File: config.mk
export PLATFORM = sky130hd
export DESIGN_NAME = cpu_interrupt_controller
export DESIGN_NICKNAME = d
export VERILOG_FILES = /design/src/hdl/irq_ctrl_pkg.sv /design/src/hdl/cpu_interrupt_controller.sv
export VERILOG_INCLUDE_DIRS = /design/src /design/src/hdl
export SDC_FILE = /design/constraint.sdc
export NUM_CORES = 1
export LEC_CHECK = 0
export BUFFER_PORTS_ARGS = -buffer_cell sky130_fd_sc_hd__clkbuf_2
export CORE_ASPECT_RATIO = 0.7
export CORE_MARGIN = 3
export CORE_UTILIZATION = 35
export DETAILED_ROUTE_END_ITERATION = 12
export HOLD_SLACK_MARGIN = 0.08
export PLACE_DENSITY = 0.6
export SETUP_SLACK_MARGIN = 0.05
export SLEW_MARGIN = 25
export SYNTH_ARGS = -nofsm -noshare
export SYNTH_HDL_FRONTEND = slang
export SYNTH_SLANG_ARGS = --single-unit
File: constraint.sdc
create_clock -name aclk -period 5.7 [get_ports aclk]
set_clock_uncertainty 0.1 [all_clocks]
set_input_delay 1.425 -clock aclk [delete_from_list [all_inputs] [get_ports aclk]]
set_output_delay 1.425 -clock aclk [all_outputs]
set_load 0.01 [all_outputs]
File: src/hdl/irq_ctrl_defines.svh
// Offsets, field positions and constants of the interrupt controller.
`ifndef IRQ_CTRL_DEFINES_SVH
`define IRQ_CTRL_DEFINES_SVH

// Register byte offsets on the AXI4-Lite bus.
`define OFS_IRQ_CONTROL       8'h00
`define OFS_PIN_CHANGE_FLAGS  8'h04
`define OFS_FALL_DETECT_EN    8'h08
`define OFS_RISE_DETECT_EN    8'h0C
`define OFS_PERIPH_IRQ_EN     8'h10
`define OFS_PERIPH_REQ_FLAGS  8'h14
`define OFS_CORE_CONFIG       8'h18
`define OFS_CORE_STATUS       8'h1C

// Field positions in irq_control.
`define BIT_GIE   7
`define BIT_PERIPHERAL_GROUP_ENABLE  6
`define BIT_TOIE  5
`define BIT_EXIE  4
`define BIT_PCIE  3
`define BIT_TOIF  2
`define BIT_EXIF  1
`define BIT_PCIF  0

// Field positions in core_config, counted from bit 6 above the analog selects.
`define BIT_EDGE_SEL  0

// Masks of implemented bits.
`define PIN_MASK     8'h3F
`define PERIPH_MASK  8'hCF

// Reset values.
`define RST_BYTE      8'h00
`define RST_ANALOG    6'h3F

// Interrupt vector address.
`define IRQ_VECTOR    13'h0004

// Counter roll-over value.
`define TICK_MAX      8'hFF

// AXI responses.
`define RESP_OKAY     2'b00
`define RESP_SLVERR   2'b10

`endif

File: src/hdl/irq_ctrl_pkg.sv
// Types shared by the interrupt controller.
package irq_ctrl_pkg;

    // Instruction-sequencer request to the core.
    typedef struct packed {
        logic        take;
        logic [12:0] vector;
    } core_req_s;

    // Acceptance state.
    typedef enum logic [1:0] {
        ST_RUN   = 2'b00,
        ST_SLEEP = 2'b01,
        ST_WAKE  = 2'b10
    } run_state_e;

endpackage : irq_ctrl_pkg

File: src/hdl/cpu_interrupt_controller.sv
// Interrupt controller of a small 8-bit processor core with AXI4-Lite registers.
//
// Summary of operation
// - Requests reach core only while global enable set.
// - Reset clears the global enable.
// - Accept clears enable, pushes return, vectors 0004h.
// - Return-from-interrupt sets the global enable again.
// - Flags set regardless of any enable.
// - Enable-clearing instruction suppresses next-cycle take; pending.
// - External event latency is three or four cycles.
// - Edge pin polarity chosen by edge select.
// - Valid edge sets pin flag; enable gates it.
// - Pin interrupt wakes sleep if enabled before.
// - Analog pins read zero and never interrupt.
// - Counter rollover FFh to 00h sets overflow flag.
// - Selected pin change sets change flag, gated.
// - Change during port operation may be missed.
// - Pin flag may set during Q4-Q1 phases.
// - Control register bit order fixed, global at 7.
// - Peripheral flags at bits 7,6,3,2,1,0 with enables.
// - Sleep wake runs PC+1, vectors only if enabled.
// - Only return address saved by hardware.
`timescale 1ns/100ps
`include "irq_ctrl_defines.svh"
`default_nettype none

module cpu_interrupt_controller
    import irq_ctrl_pkg::*;
(
    input  wire logic        aclk,
    input  wire logic        aresetn,
    // AXI4-Lite slave.
    input  wire logic [7:0]  s_axi_awaddr,
    input  wire logic        s_axi_awvalid,
    output logic             s_axi_awready,
    input  wire logic [31:0] s_axi_wdata,
    input  wire logic [3:0]  s_axi_wstrb,
    input  wire logic        s_axi_wvalid,
    output logic             s_axi_wready,
    output logic [1:0]       s_axi_bresp,
    output logic             s_axi_bvalid,
    input  wire logic        s_axi_bready,
    input  wire logic [7:0]  s_axi_araddr,
    input  wire logic        s_axi_arvalid,
    output logic             s_axi_arready,
    output logic [31:0]      s_axi_rdata,
    output logic [1:0]       s_axi_rresp,
    output logic             s_axi_rvalid,
    input  wire logic        s_axi_rready,
    // Port pins; bit 2 carries the external interrupt pin.
    input  wire logic [5:0]  port_pins,
    // Event pulses from timers and peripherals (same clock).
    input  wire logic        tick_rollover,
    input  wire logic [5:0]  periph_events,
    input  wire logic        port_op_busy,
    // Core sequencer handshake.
    input  wire logic [12:0] core_pc,
    input  wire logic        core_gie_clear,
    input  wire logic        core_return_from_isr_instruction,
    input  wire logic        core_sleep,
    input  wire logic        core_ack,
    output logic             core_take_ff,
    output logic [12:0]      core_vector_ff,
    output logic             core_push_ff,
    output logic [12:0]      core_return_ff,
    output logic             core_wake_ff,
    output logic             core_asleep_ff
);

    // ========================================================================
    // State registers.
    // ========================================================================
    logic [7:0]  irq_control_ff;
    logic [5:0]  pin_change_flags_ff;
    logic [5:0]  fall_en_ff;
    logic [5:0]  rise_en_ff;
    logic [7:0]  periph_irq_enables_ff;
    logic [7:0]  periph_request_flags_ff;
    logic [5:0]  analog_select_ff;
    logic        ext_edge_select_ff;
    logic [5:0]  pin_meta_ff;
    logic [5:0]  pin_sync_ff;
    logic [5:0]  pin_prev_ff;
    logic        gie_block_ff;
    run_state_e  state_ff;

    // ========================================================================
    // Pin synchronisation and edge detection.
    // ========================================================================
    // Analog pins read as zero so they never produce an edge.
    wire logic [5:0] pin_digital = pin_sync_ff & ~analog_select_ff;
    wire logic [5:0] pin_rise    = pin_digital & ~pin_prev_ff;
    wire logic [5:0] pin_fall    = ~pin_digital & pin_prev_ff;
    // A change during a port operation is dropped.
    wire logic [5:0] pin_chg_set = ((pin_rise & rise_en_ff) | (pin_fall & fall_en_ff))
                                   & {6{~port_op_busy}};
    // The pin flag may set in any cycle, covering all instruction phases.
    wire logic ext_edge = ext_edge_select_ff ? pin_rise[2] : pin_fall[2];

    // Two flip-flops bring the pins into the clock domain; a third keeps the last level.
    always_ff @(posedge aclk) begin
        pin_meta_ff <= port_pins;
        pin_sync_ff <= pin_meta_ff;
        pin_prev_ff <= pin_digital;
    end

    // ========================================================================
    // Request gating.
    // ========================================================================
    wire logic global_irq_enable     = irq_control_ff[`BIT_GIE];
    wire logic pc_flag = |pin_change_flags_ff;
    wire logic periph_any = |(periph_request_flags_ff & periph_irq_enables_ff);
    wire logic periph_req = periph_any & irq_control_ff[`BIT_PERIPHERAL_GROUP_ENABLE];
    wire logic ext_req = irq_control_ff[`BIT_EXIE] & irq_control_ff[`BIT_EXIF];
    wire logic tick_req = irq_control_ff[`BIT_TOIE] & irq_control_ff[`BIT_TOIF];
    wire logic chg_req  = irq_control_ff[`BIT_PCIE] & pc_flag;
    wire logic any_req  = ext_req | tick_req | chg_req | periph_req;
    // Global enable gates all; a just-executed clear blocks the next cycle.
    wire logic take_now = any_req & global_irq_enable & ~gie_block_ff & ~core_gie_clear
                          & ~core_take_ff & (state_ff == ST_RUN);

    // ========================================================================
    // AXI4-Lite decode.
    // ========================================================================
    logic        aw_held_ff;
    logic        w_held_ff;
    logic [7:0]  aw_addr_ff;
    logic [31:0] w_data_ff;
    logic [3:0]  w_strb_ff;
    wire logic   wr_fire = aw_held_ff & w_held_ff & ~s_axi_bvalid;
    wire logic   wr_lane = w_strb_ff[0];
    wire logic [7:0] wd  = w_data_ff[7:0];
    wire logic   wr_ctl  = wr_fire & wr_lane & (aw_addr_ff == `OFS_IRQ_CONTROL);
    wire logic   wr_pcf  = wr_fire & wr_lane & (aw_addr_ff == `OFS_PIN_CHANGE_FLAGS);
    wire logic   wr_fen  = wr_fire & wr_lane & (aw_addr_ff == `OFS_FALL_DETECT_EN);
    wire logic   wr_ren  = wr_fire & wr_lane & (aw_addr_ff == `OFS_RISE_DETECT_EN);
    wire logic   wr_pie  = wr_fire & wr_lane & (aw_addr_ff == `OFS_PERIPH_IRQ_EN);
    wire logic   wr_pir  = wr_fire & wr_lane & (aw_addr_ff == `OFS_PERIPH_REQ_FLAGS);
    wire logic   wr_cfg  = wr_fire & wr_lane & (aw_addr_ff == `OFS_CORE_CONFIG);
    wire logic   wr_hit  = (aw_addr_ff <= `OFS_CORE_CONFIG) & (aw_addr_ff[1:0] == 2'b00);

    // Write channel: hold address and data, answer once both are in.
    always_ff @(posedge aclk) begin
        if (!aresetn) begin
            aw_held_ff   <= 1'b0;
            w_held_ff    <= 1'b0;
            aw_addr_ff   <= 8'h00;
            w_data_ff    <= 32'h00000000;
            w_strb_ff    <= 4'h0;
            s_axi_bvalid <= 1'b0;
            s_axi_bresp  <= `RESP_OKAY;
        end else begin
            if (s_axi_awvalid && s_axi_awready) begin
                aw_held_ff <= 1'b1;
                aw_addr_ff <= s_axi_awaddr;
            end
            if (s_axi_wvalid && s_axi_wready) begin
                w_held_ff <= 1'b1;
                w_data_ff <= s_axi_wdata;
                w_strb_ff <= s_axi_wstrb;
            end
            if (wr_fire) begin
                aw_held_ff   <= 1'b0;
                w_held_ff    <= 1'b0;
                s_axi_bvalid <= 1'b1;
                s_axi_bresp  <= wr_hit ? `RESP_OKAY : `RESP_SLVERR;
            end else if (s_axi_bready) begin
                s_axi_bvalid <= 1'b0;
            end
        end
    end

    // Ready outputs are registered: high while that channel is empty.
    always_ff @(posedge aclk) begin
        if (!aresetn) begin
            s_axi_awready <= 1'b0;
            s_axi_wready  <= 1'b0;
        end else begin
            s_axi_awready <= ~aw_held_ff & ~(s_axi_awvalid & s_axi_awready);
            s_axi_wready  <= ~w_held_ff & ~(s_axi_wvalid & s_axi_wready);
        end
    end

    // Read mux.
    logic [7:0] rd_byte;
    logic       rd_hit;
    always_comb begin
        rd_byte = 8'h00;
        rd_hit  = 1'b1;
        case (s_axi_araddr)
            `OFS_IRQ_CONTROL:      rd_byte = irq_control_ff;
            `OFS_PIN_CHANGE_FLAGS: rd_byte = {2'b00, pin_change_flags_ff};
            `OFS_FALL_DETECT_EN:   rd_byte = {2'b00, fall_en_ff};
            `OFS_RISE_DETECT_EN:   rd_byte = {2'b00, rise_en_ff};
            `OFS_PERIPH_IRQ_EN:    rd_byte = periph_irq_enables_ff;
            `OFS_PERIPH_REQ_FLAGS: rd_byte = periph_request_flags_ff;
            `OFS_CORE_CONFIG:      rd_byte = {1'b0, ext_edge_select_ff, analog_select_ff};
            `OFS_CORE_STATUS:      rd_byte = {pin_digital, state_ff};
            default:               rd_hit  = 1'b0;
        endcase
    end

    // Read channel: one-cycle registered answer.
    always_ff @(posedge aclk) begin
        if (!aresetn) begin
            s_axi_arready <= 1'b0;
            s_axi_rvalid  <= 1'b0;
            s_axi_rdata   <= 32'h00000000;
            s_axi_rresp   <= `RESP_OKAY;
        end else begin
            s_axi_arready <= ~s_axi_rvalid & ~s_axi_arready & s_axi_arvalid;
            if (s_axi_arvalid && s_axi_arready) begin
                s_axi_rvalid <= 1'b1;
                s_axi_rdata  <= {24'h000000, rd_byte};
                s_axi_rresp  <= rd_hit ? `RESP_OKAY : `RESP_SLVERR;
            end else if (s_axi_rready) begin
                s_axi_rvalid <= 1'b0;
            end
        end
    end

    // ========================================================================
    // Control and flag registers; hardware set wins over software clear.
    // ========================================================================
    wire logic [5:0] pin_change_flags_nxt =
        6'(((wr_pcf ? wd[5:0] : pin_change_flags_ff) | pin_chg_set) & `PIN_MASK);
    wire logic [7:0] ctl_sw = wr_ctl ? wd : irq_control_ff;
    wire logic gie_next = take_now ? 1'b0 :
                          core_return_from_isr_instruction ? 1'b1 :
                          core_gie_clear ? 1'b0 : ctl_sw[`BIT_GIE];
    wire logic [7:0] ctl_next = {gie_next, ctl_sw[6:3],
                                 ctl_sw[`BIT_TOIF] | tick_rollover,
                                 ctl_sw[`BIT_EXIF] | ext_edge,
                                 |(pin_change_flags_nxt)};
    wire logic [7:0] periph_flags_nxt =
        ((wr_pir ? wd : periph_request_flags_ff)
         | {periph_events[5:4], 2'b00, periph_events[3:0]}) & `PERIPH_MASK;

    // Register updates.
    always_ff @(posedge aclk) begin
        if (!aresetn) begin
            irq_control_ff          <= `RST_BYTE;
            pin_change_flags_ff     <= 6'h00;
            fall_en_ff              <= 6'h00;
            rise_en_ff              <= 6'h00;
            periph_irq_enables_ff   <= `RST_BYTE;
            periph_request_flags_ff <= `RST_BYTE;
            analog_select_ff        <= `RST_ANALOG;
            ext_edge_select_ff      <= 1'b1;
            gie_block_ff            <= 1'b0;
        end else begin
            irq_control_ff          <= ctl_next;
            pin_change_flags_ff     <= pin_change_flags_nxt;
            periph_request_flags_ff <= periph_flags_nxt;
            gie_block_ff            <= core_gie_clear;
            if (wr_fen) fall_en_ff <= wd[5:0];
            if (wr_ren) rise_en_ff <= wd[5:0];
            if (wr_pie) periph_irq_enables_ff <= wd & `PERIPH_MASK;
            if (wr_cfg) begin
                analog_select_ff   <= wd[5:0];
                ext_edge_select_ff <= wd[`BIT_EDGE_SEL + 6];
            end
        end
    end

    // ========================================================================
    // Acceptance, sleep and wake sequencing.
    // ========================================================================
    // Sync (2) + flag (1) + take (1) gives three or four cycles to vector.
    wire logic wake_src = any_req; // enable must already be set
    always_ff @(posedge aclk) begin
        if (!aresetn) begin
            state_ff       <= ST_RUN;
            core_take_ff   <= 1'b0;
            core_vector_ff <= 13'h0000;
            core_push_ff   <= 1'b0;
            core_return_ff <= 13'h0000;
            core_wake_ff   <= 1'b0;
            core_asleep_ff <= 1'b0;
        end else begin
            core_push_ff <= 1'b0;
            core_wake_ff <= 1'b0;
            if (take_now) begin
                core_take_ff   <= 1'b1;
                core_vector_ff <= `IRQ_VECTOR;
                core_push_ff   <= 1'b1;
                core_return_ff <= core_pc;
            end else if (core_ack) begin
                core_take_ff <= 1'b0;
            end
            case (state_ff)
                ST_RUN: begin
                    if (core_sleep && !take_now) begin
                        state_ff       <= wake_src ? ST_WAKE : ST_SLEEP;
                        core_asleep_ff <= ~wake_src;
                    end
                end
                ST_SLEEP: begin
                    if (wake_src) begin
                        state_ff       <= ST_WAKE;
                        core_asleep_ff <= 1'b0;
                    end
                end
                ST_WAKE: begin
                    // Core runs PC+1; the vector follows only if enabled.
                    core_wake_ff <= 1'b1;
                    state_ff     <= ST_RUN;
                end
                default: state_ff <= ST_RUN;
            endcase
        end
    end

endmodule : cpu_interrupt_controller

`default_nettype wire

==> results summary <==
The global routing usage summed across all routing layers came out at 0.167. The clock insertion delay at the later pin of the skew report is roughly 0.41 ns. Power comes to approximately 2.1 mW.

The count of H-tree levels built during CTS is 4. The number of nets in the layout came out at 734. The area added between synthesis and finish came out at 21.4%.

The tree is rooted in a sky130_fd_sc_hd__clkbuf_16. In the layout the commonest cells are sky130_fd_sc_hd__dfxtp_1 (118), sky130_fd_sc_hd__clkbuf_2 (95), sky130_fd_sc_hd__nand2_1 (69). The post-CTS setup-driven buffer insertion count came out at 0. The pre-CTS worst setup slack came out at 2.37 ns. For this configuration, the core starts out at a cell density of 0.363. The flow ran to the end, and the final reports show no timing, DRC or antenna violations. By area the synthesized netlist is led by sky130_fd_sc_hd__dfxtp_1 (46%), sky130_fd_sc_hd__mux2i_1 (8.8%), sky130_fd_sc_hd__a21oi_1 (5.7%), sky130_fd_sc_hd__buf_4 (5.6%), sky130_fd_sc_hd__nand2_1 (5.0%). Yosys mapped the design onto 58 distinct sky130hd cell types. Clock-pin slew was measured on the worst setup and hold paths at around 0.06 ns. The analysis attributes to cell leakage a power of 2.66 nW.

In this run, the number of DRC markers left after iteration 0 of detailed routing was ~250. The area share of the largest cell type after synthesis came out at 0.460. The x dimension of the die came out at around 150 um.

Setup repair after global routing left no endpoint under its margin. The worst endpoint required time came out at roughly 5.9 ns. The number of buffers added by the clock tree synthesis step is 17. The count of port buffers added during placement is between 90 and 100. For the finished layout, the period the worst path requires is a little under 3 ns.

The number of antenna violations at the first check in global routing came to 0. Hold repair after CTS inserted 0 buffers. The number of max-slew violations in the final report is 0.

The fraction of the yosys area taken by sequential cells is 0.460. Along the worst path, the maximum fanout reaches 10. The startpoint-to-endpoint class of the critical path is input port to register. The die footprint came out at about 16000 sq um. The post-synthesis register bit count is between 100 and 150. TritonCTS built the clock tree. After detailed routing, the number of vias per cell comes to 4.97. The cell depth of the worst flop-to-flop path is 5. The post-detailed-placement half-perimeter wirelength came out at 9.85 mm. The mapped netlist covers just over 5000 sq um. The detailed-router iteration count before antenna repair is 6. The kind of start point of the critical path is an input port.

In the final timing run, aggregate negative setup slack is 0 ns. The data arrival at the endpoint of the critical path came out at approximately 3.2 ns. For this run the aggregate overflow at the end of global routing stands at 0. The count of yosys warnings during synthesis came out at 0. After technology mapping, the gate count stands at approximately 560. The total DRC errors in the routed layout is 0. The number of max-cap violations is 0.

The cell accounting for the most synthesized area is sky130_fd_sc_hd__dfxtp_1. The longest clock path from root to sink contains 2 buffers. Across all setup checks in the final design, the least slack found is approximately 2.7 ns. The achievable frequency is 0.336 GHz. The number of antenna diodes in the final layout is 0. The first global-routing pass estimated roughly 21 mm of wire. The min-delay analysis places its worst path in the category register to register.

The number of cells on the worst hold path came out at 0. The share of synthesized registers carrying an async set or reset is 0. The wire length per cell after detailed routing is roughly 16 um. Dividing total power by cell area gives a power density of ~340 nW/um^2. The number of sinks driven by the clock tree is roughly 120.

The share of cells above drive strength 1 is 0.239. The peak ir drop on the vdd network came out at around 0.0002 V. Among all flip-flop cells after synthesis, the most frequent one is sky130_fd_sc_hd__dfxtp_1. The weighted congestion reported at the end of routability-driven placement came out at just over 0.9.

The final standard cell count with taps included and fillers excluded came out at 847. The number of placed cells counting well taps came out at between 800 and 900. The number of hold-slack violations in the final timing report came out at 0. Counting flops with a built-in enable in the synthesized netlist gives 0.

The via count of the first global-routing pass is 3944. Summed over all layers, the routed wires come to about 13 mm. During I/O placement, the number of pins put on the boundary was 161. The number of cell rows came out at 36. The maximum number of pins on one net before global-route repair is 49.

The transition at the pin with the smallest max-transition slack is 0.865 ns. In this run the vertical extent of the chip is 107 um. The post-cts repair resize count came out at 0. The final worst-path cycle share came out at 0.522. The library cell used most frequently in the layout, excluding fill and tap cells, is sky130_fd_sc_hd__dfxtp_1. Measured against its own limit, the worst slew margin works out to 0.422. The worst setup path is captured at a register. A synthesized cell averages around 9.2 sq um. The placeable core region came out at between 10000 and 15000 sq um.

Setup violations remaining at the end of the flow were counted as 0. The total number of vias is roughly 4200. The number of nets still failing antenna checks after routing came out at 0.
## state kept, by name, indices dropped and copies added, names as in the netlist, 2 cells and up
| register | count |
|---|---|
| pin_change_flags_ff | 6 |
| rise_en_ff | 6 |
| s_axi_rdata | 8 |
| state_ff | 2 |
| periph_irq_enables_ff | 6 |
| analog_select_ff | 6 |
| periph_request_flags_ff | 6 |
| pin_meta_ff | 6 |
| core_return_ff | 13 |
| w_data_ff | 8 |
| pin_sync_ff | 6 |
| aw_addr_ff | 8 |
| fall_en_ff | 6 |
| irq_control_ff | 8 |
| pin_prev_ff | 6 |
## power by group
| part | total [mW] | internal [mW] | switching [mW] |
|---|---|---|---|
| sequential | 0.869 | 0.845 | 0.0237 |
| clock | 1.13 | 0.734 | 0.392 |
| combinational | 0.117 | 0.0451 | 0.0720 |
| total | 2.11 | 1.62 | 0.488 |
## per-layer routing
| layer | track usage | up-vias | share of wire | routed length, um |
|---|---|---|---|---|
| met5 | 0 | - | 0 | 0 |
| met4 | 0.0498 | 0 | 0.0064 | 85 |
| met3 | 0.0450 | 14 | 0.083 | 1110 |
| met2 | 0.239 | 163 | 0.43 | 5710 |
| met1 | 0.244 | 1989 | 0.48 | 6430 |
| li1 | - | 2043 | - | - |
## layout make-up
type | instances | area (sq um)
fillers | 1391 | 7900
multi-input cells | 391 | 2440
flip-flops and latches | 118 | 2360
repair buffers | 98 | 502
clock buffers | 17 | 425
well taps | 190 | 238
clock inverters | 15 | 204
inverters | 18 | 67.6
## worst paths after layout
path	start	endpoint	slack [ns]
worst max-delay path	core_gie_clear	core_return_ff[6]$_SDFFE_PN0P_	2.72
worst min-delay path	pin_meta_ff[4]$_DFF_P_	pin_sync_ff[4]$_DFF_P_	0.23
worst max register to register	aw_addr_ff[2]$_SDFFE_PN0P_	irq_control_ff[0]$_SDFF_PN0_	3.05
worst min register to register	pin_meta_ff[4]$_DFF_P_	pin_sync_ff[4]$_DFF_P_	0.23
## kinds of logic (layout without fill, tap and decap cells)
| group | Yosys count | in the layout | synth area share |
|---|---|---|---|
| AO/OA/AOI/OAI | 98 | 98 | 0.112 |
| buffers and inverters | 86 | 148 | 0.0950 |
| flip-flops | 118 | 118 | 0.460 |
| multiplexers | 58 | 58 | 0.131 |
| AND/OR/NAND/NOR | 197 | 197 | 0.201 |
| other | 1 | 38 | 0.000730 |
## per-stage QoR
step | instance area (sq um) | hold WS (ns) | utilization
finish | 6240 | 0.226 | 0.441
global route | 6240 | 0.230 | 0.441
CTS | 6230 | 0.227 | 0.440
detailed placement | 5600 | 0.214 | 0.396
global placement | 5600 | 0.212 | 0.396
floorplan | 5280 | 0.210 | -
## critical path: stages
cell and delay [ns]:
sky130_fd_sc_hd__clkbuf_2 0.10, sky130_fd_sc_hd__or4b_2 0.65, sky130_fd_sc_hd__nor3_1 0.32, sky130_fd_sc_hd__o31ai_4 0.24, sky130_fd_sc_hd__buf_6 0.21, sky130_fd_sc_hd__mux2i_1 0.15, sky130_fd_sc_hd__nor2_1 0.05
## Yosys cell counts, types with 4 or more instances
| library cell | instances |
|---|---|
| sky130_fd_sc_hd__nor2_1 | 44 |
| sky130_fd_sc_hd__nand2b_1 | 12 |
| sky130_fd_sc_hd__buf_4 | 38 |
| sky130_fd_sc_hd__nor2b_1 | 6 |
| sky130_fd_sc_hd__a22oi_1 | 8 |
| sky130_fd_sc_hd__mux2i_1 | 45 |
| sky130_fd_sc_hd__inv_1 | 17 |
| sky130_fd_sc_hd__mux2_2 | 6 |
| sky130_fd_sc_hd__buf_2 | 6 |
| sky130_fd_sc_hd__clkbuf_1 | 21 |
| sky130_fd_sc_hd__nor3_1 | 6 |
| sky130_fd_sc_hd__nand3_1 | 27 |
| sky130_fd_sc_hd__o21ai_0 | 7 |
| sky130_fd_sc_hd__nand3b_1 | 4 |
| sky130_fd_sc_hd__mux4_2 | 7 |
| sky130_fd_sc_hd__dfxtp_1 | 118 |
| sky130_fd_sc_hd__a21oi_1 | 59 |
| sky130_fd_sc_hd__nand2_1 | 69 |
| sky130_fd_sc_hd__a31oi_1 | 5 |
No activity file was read; power rests on OpenSTA's default activity.
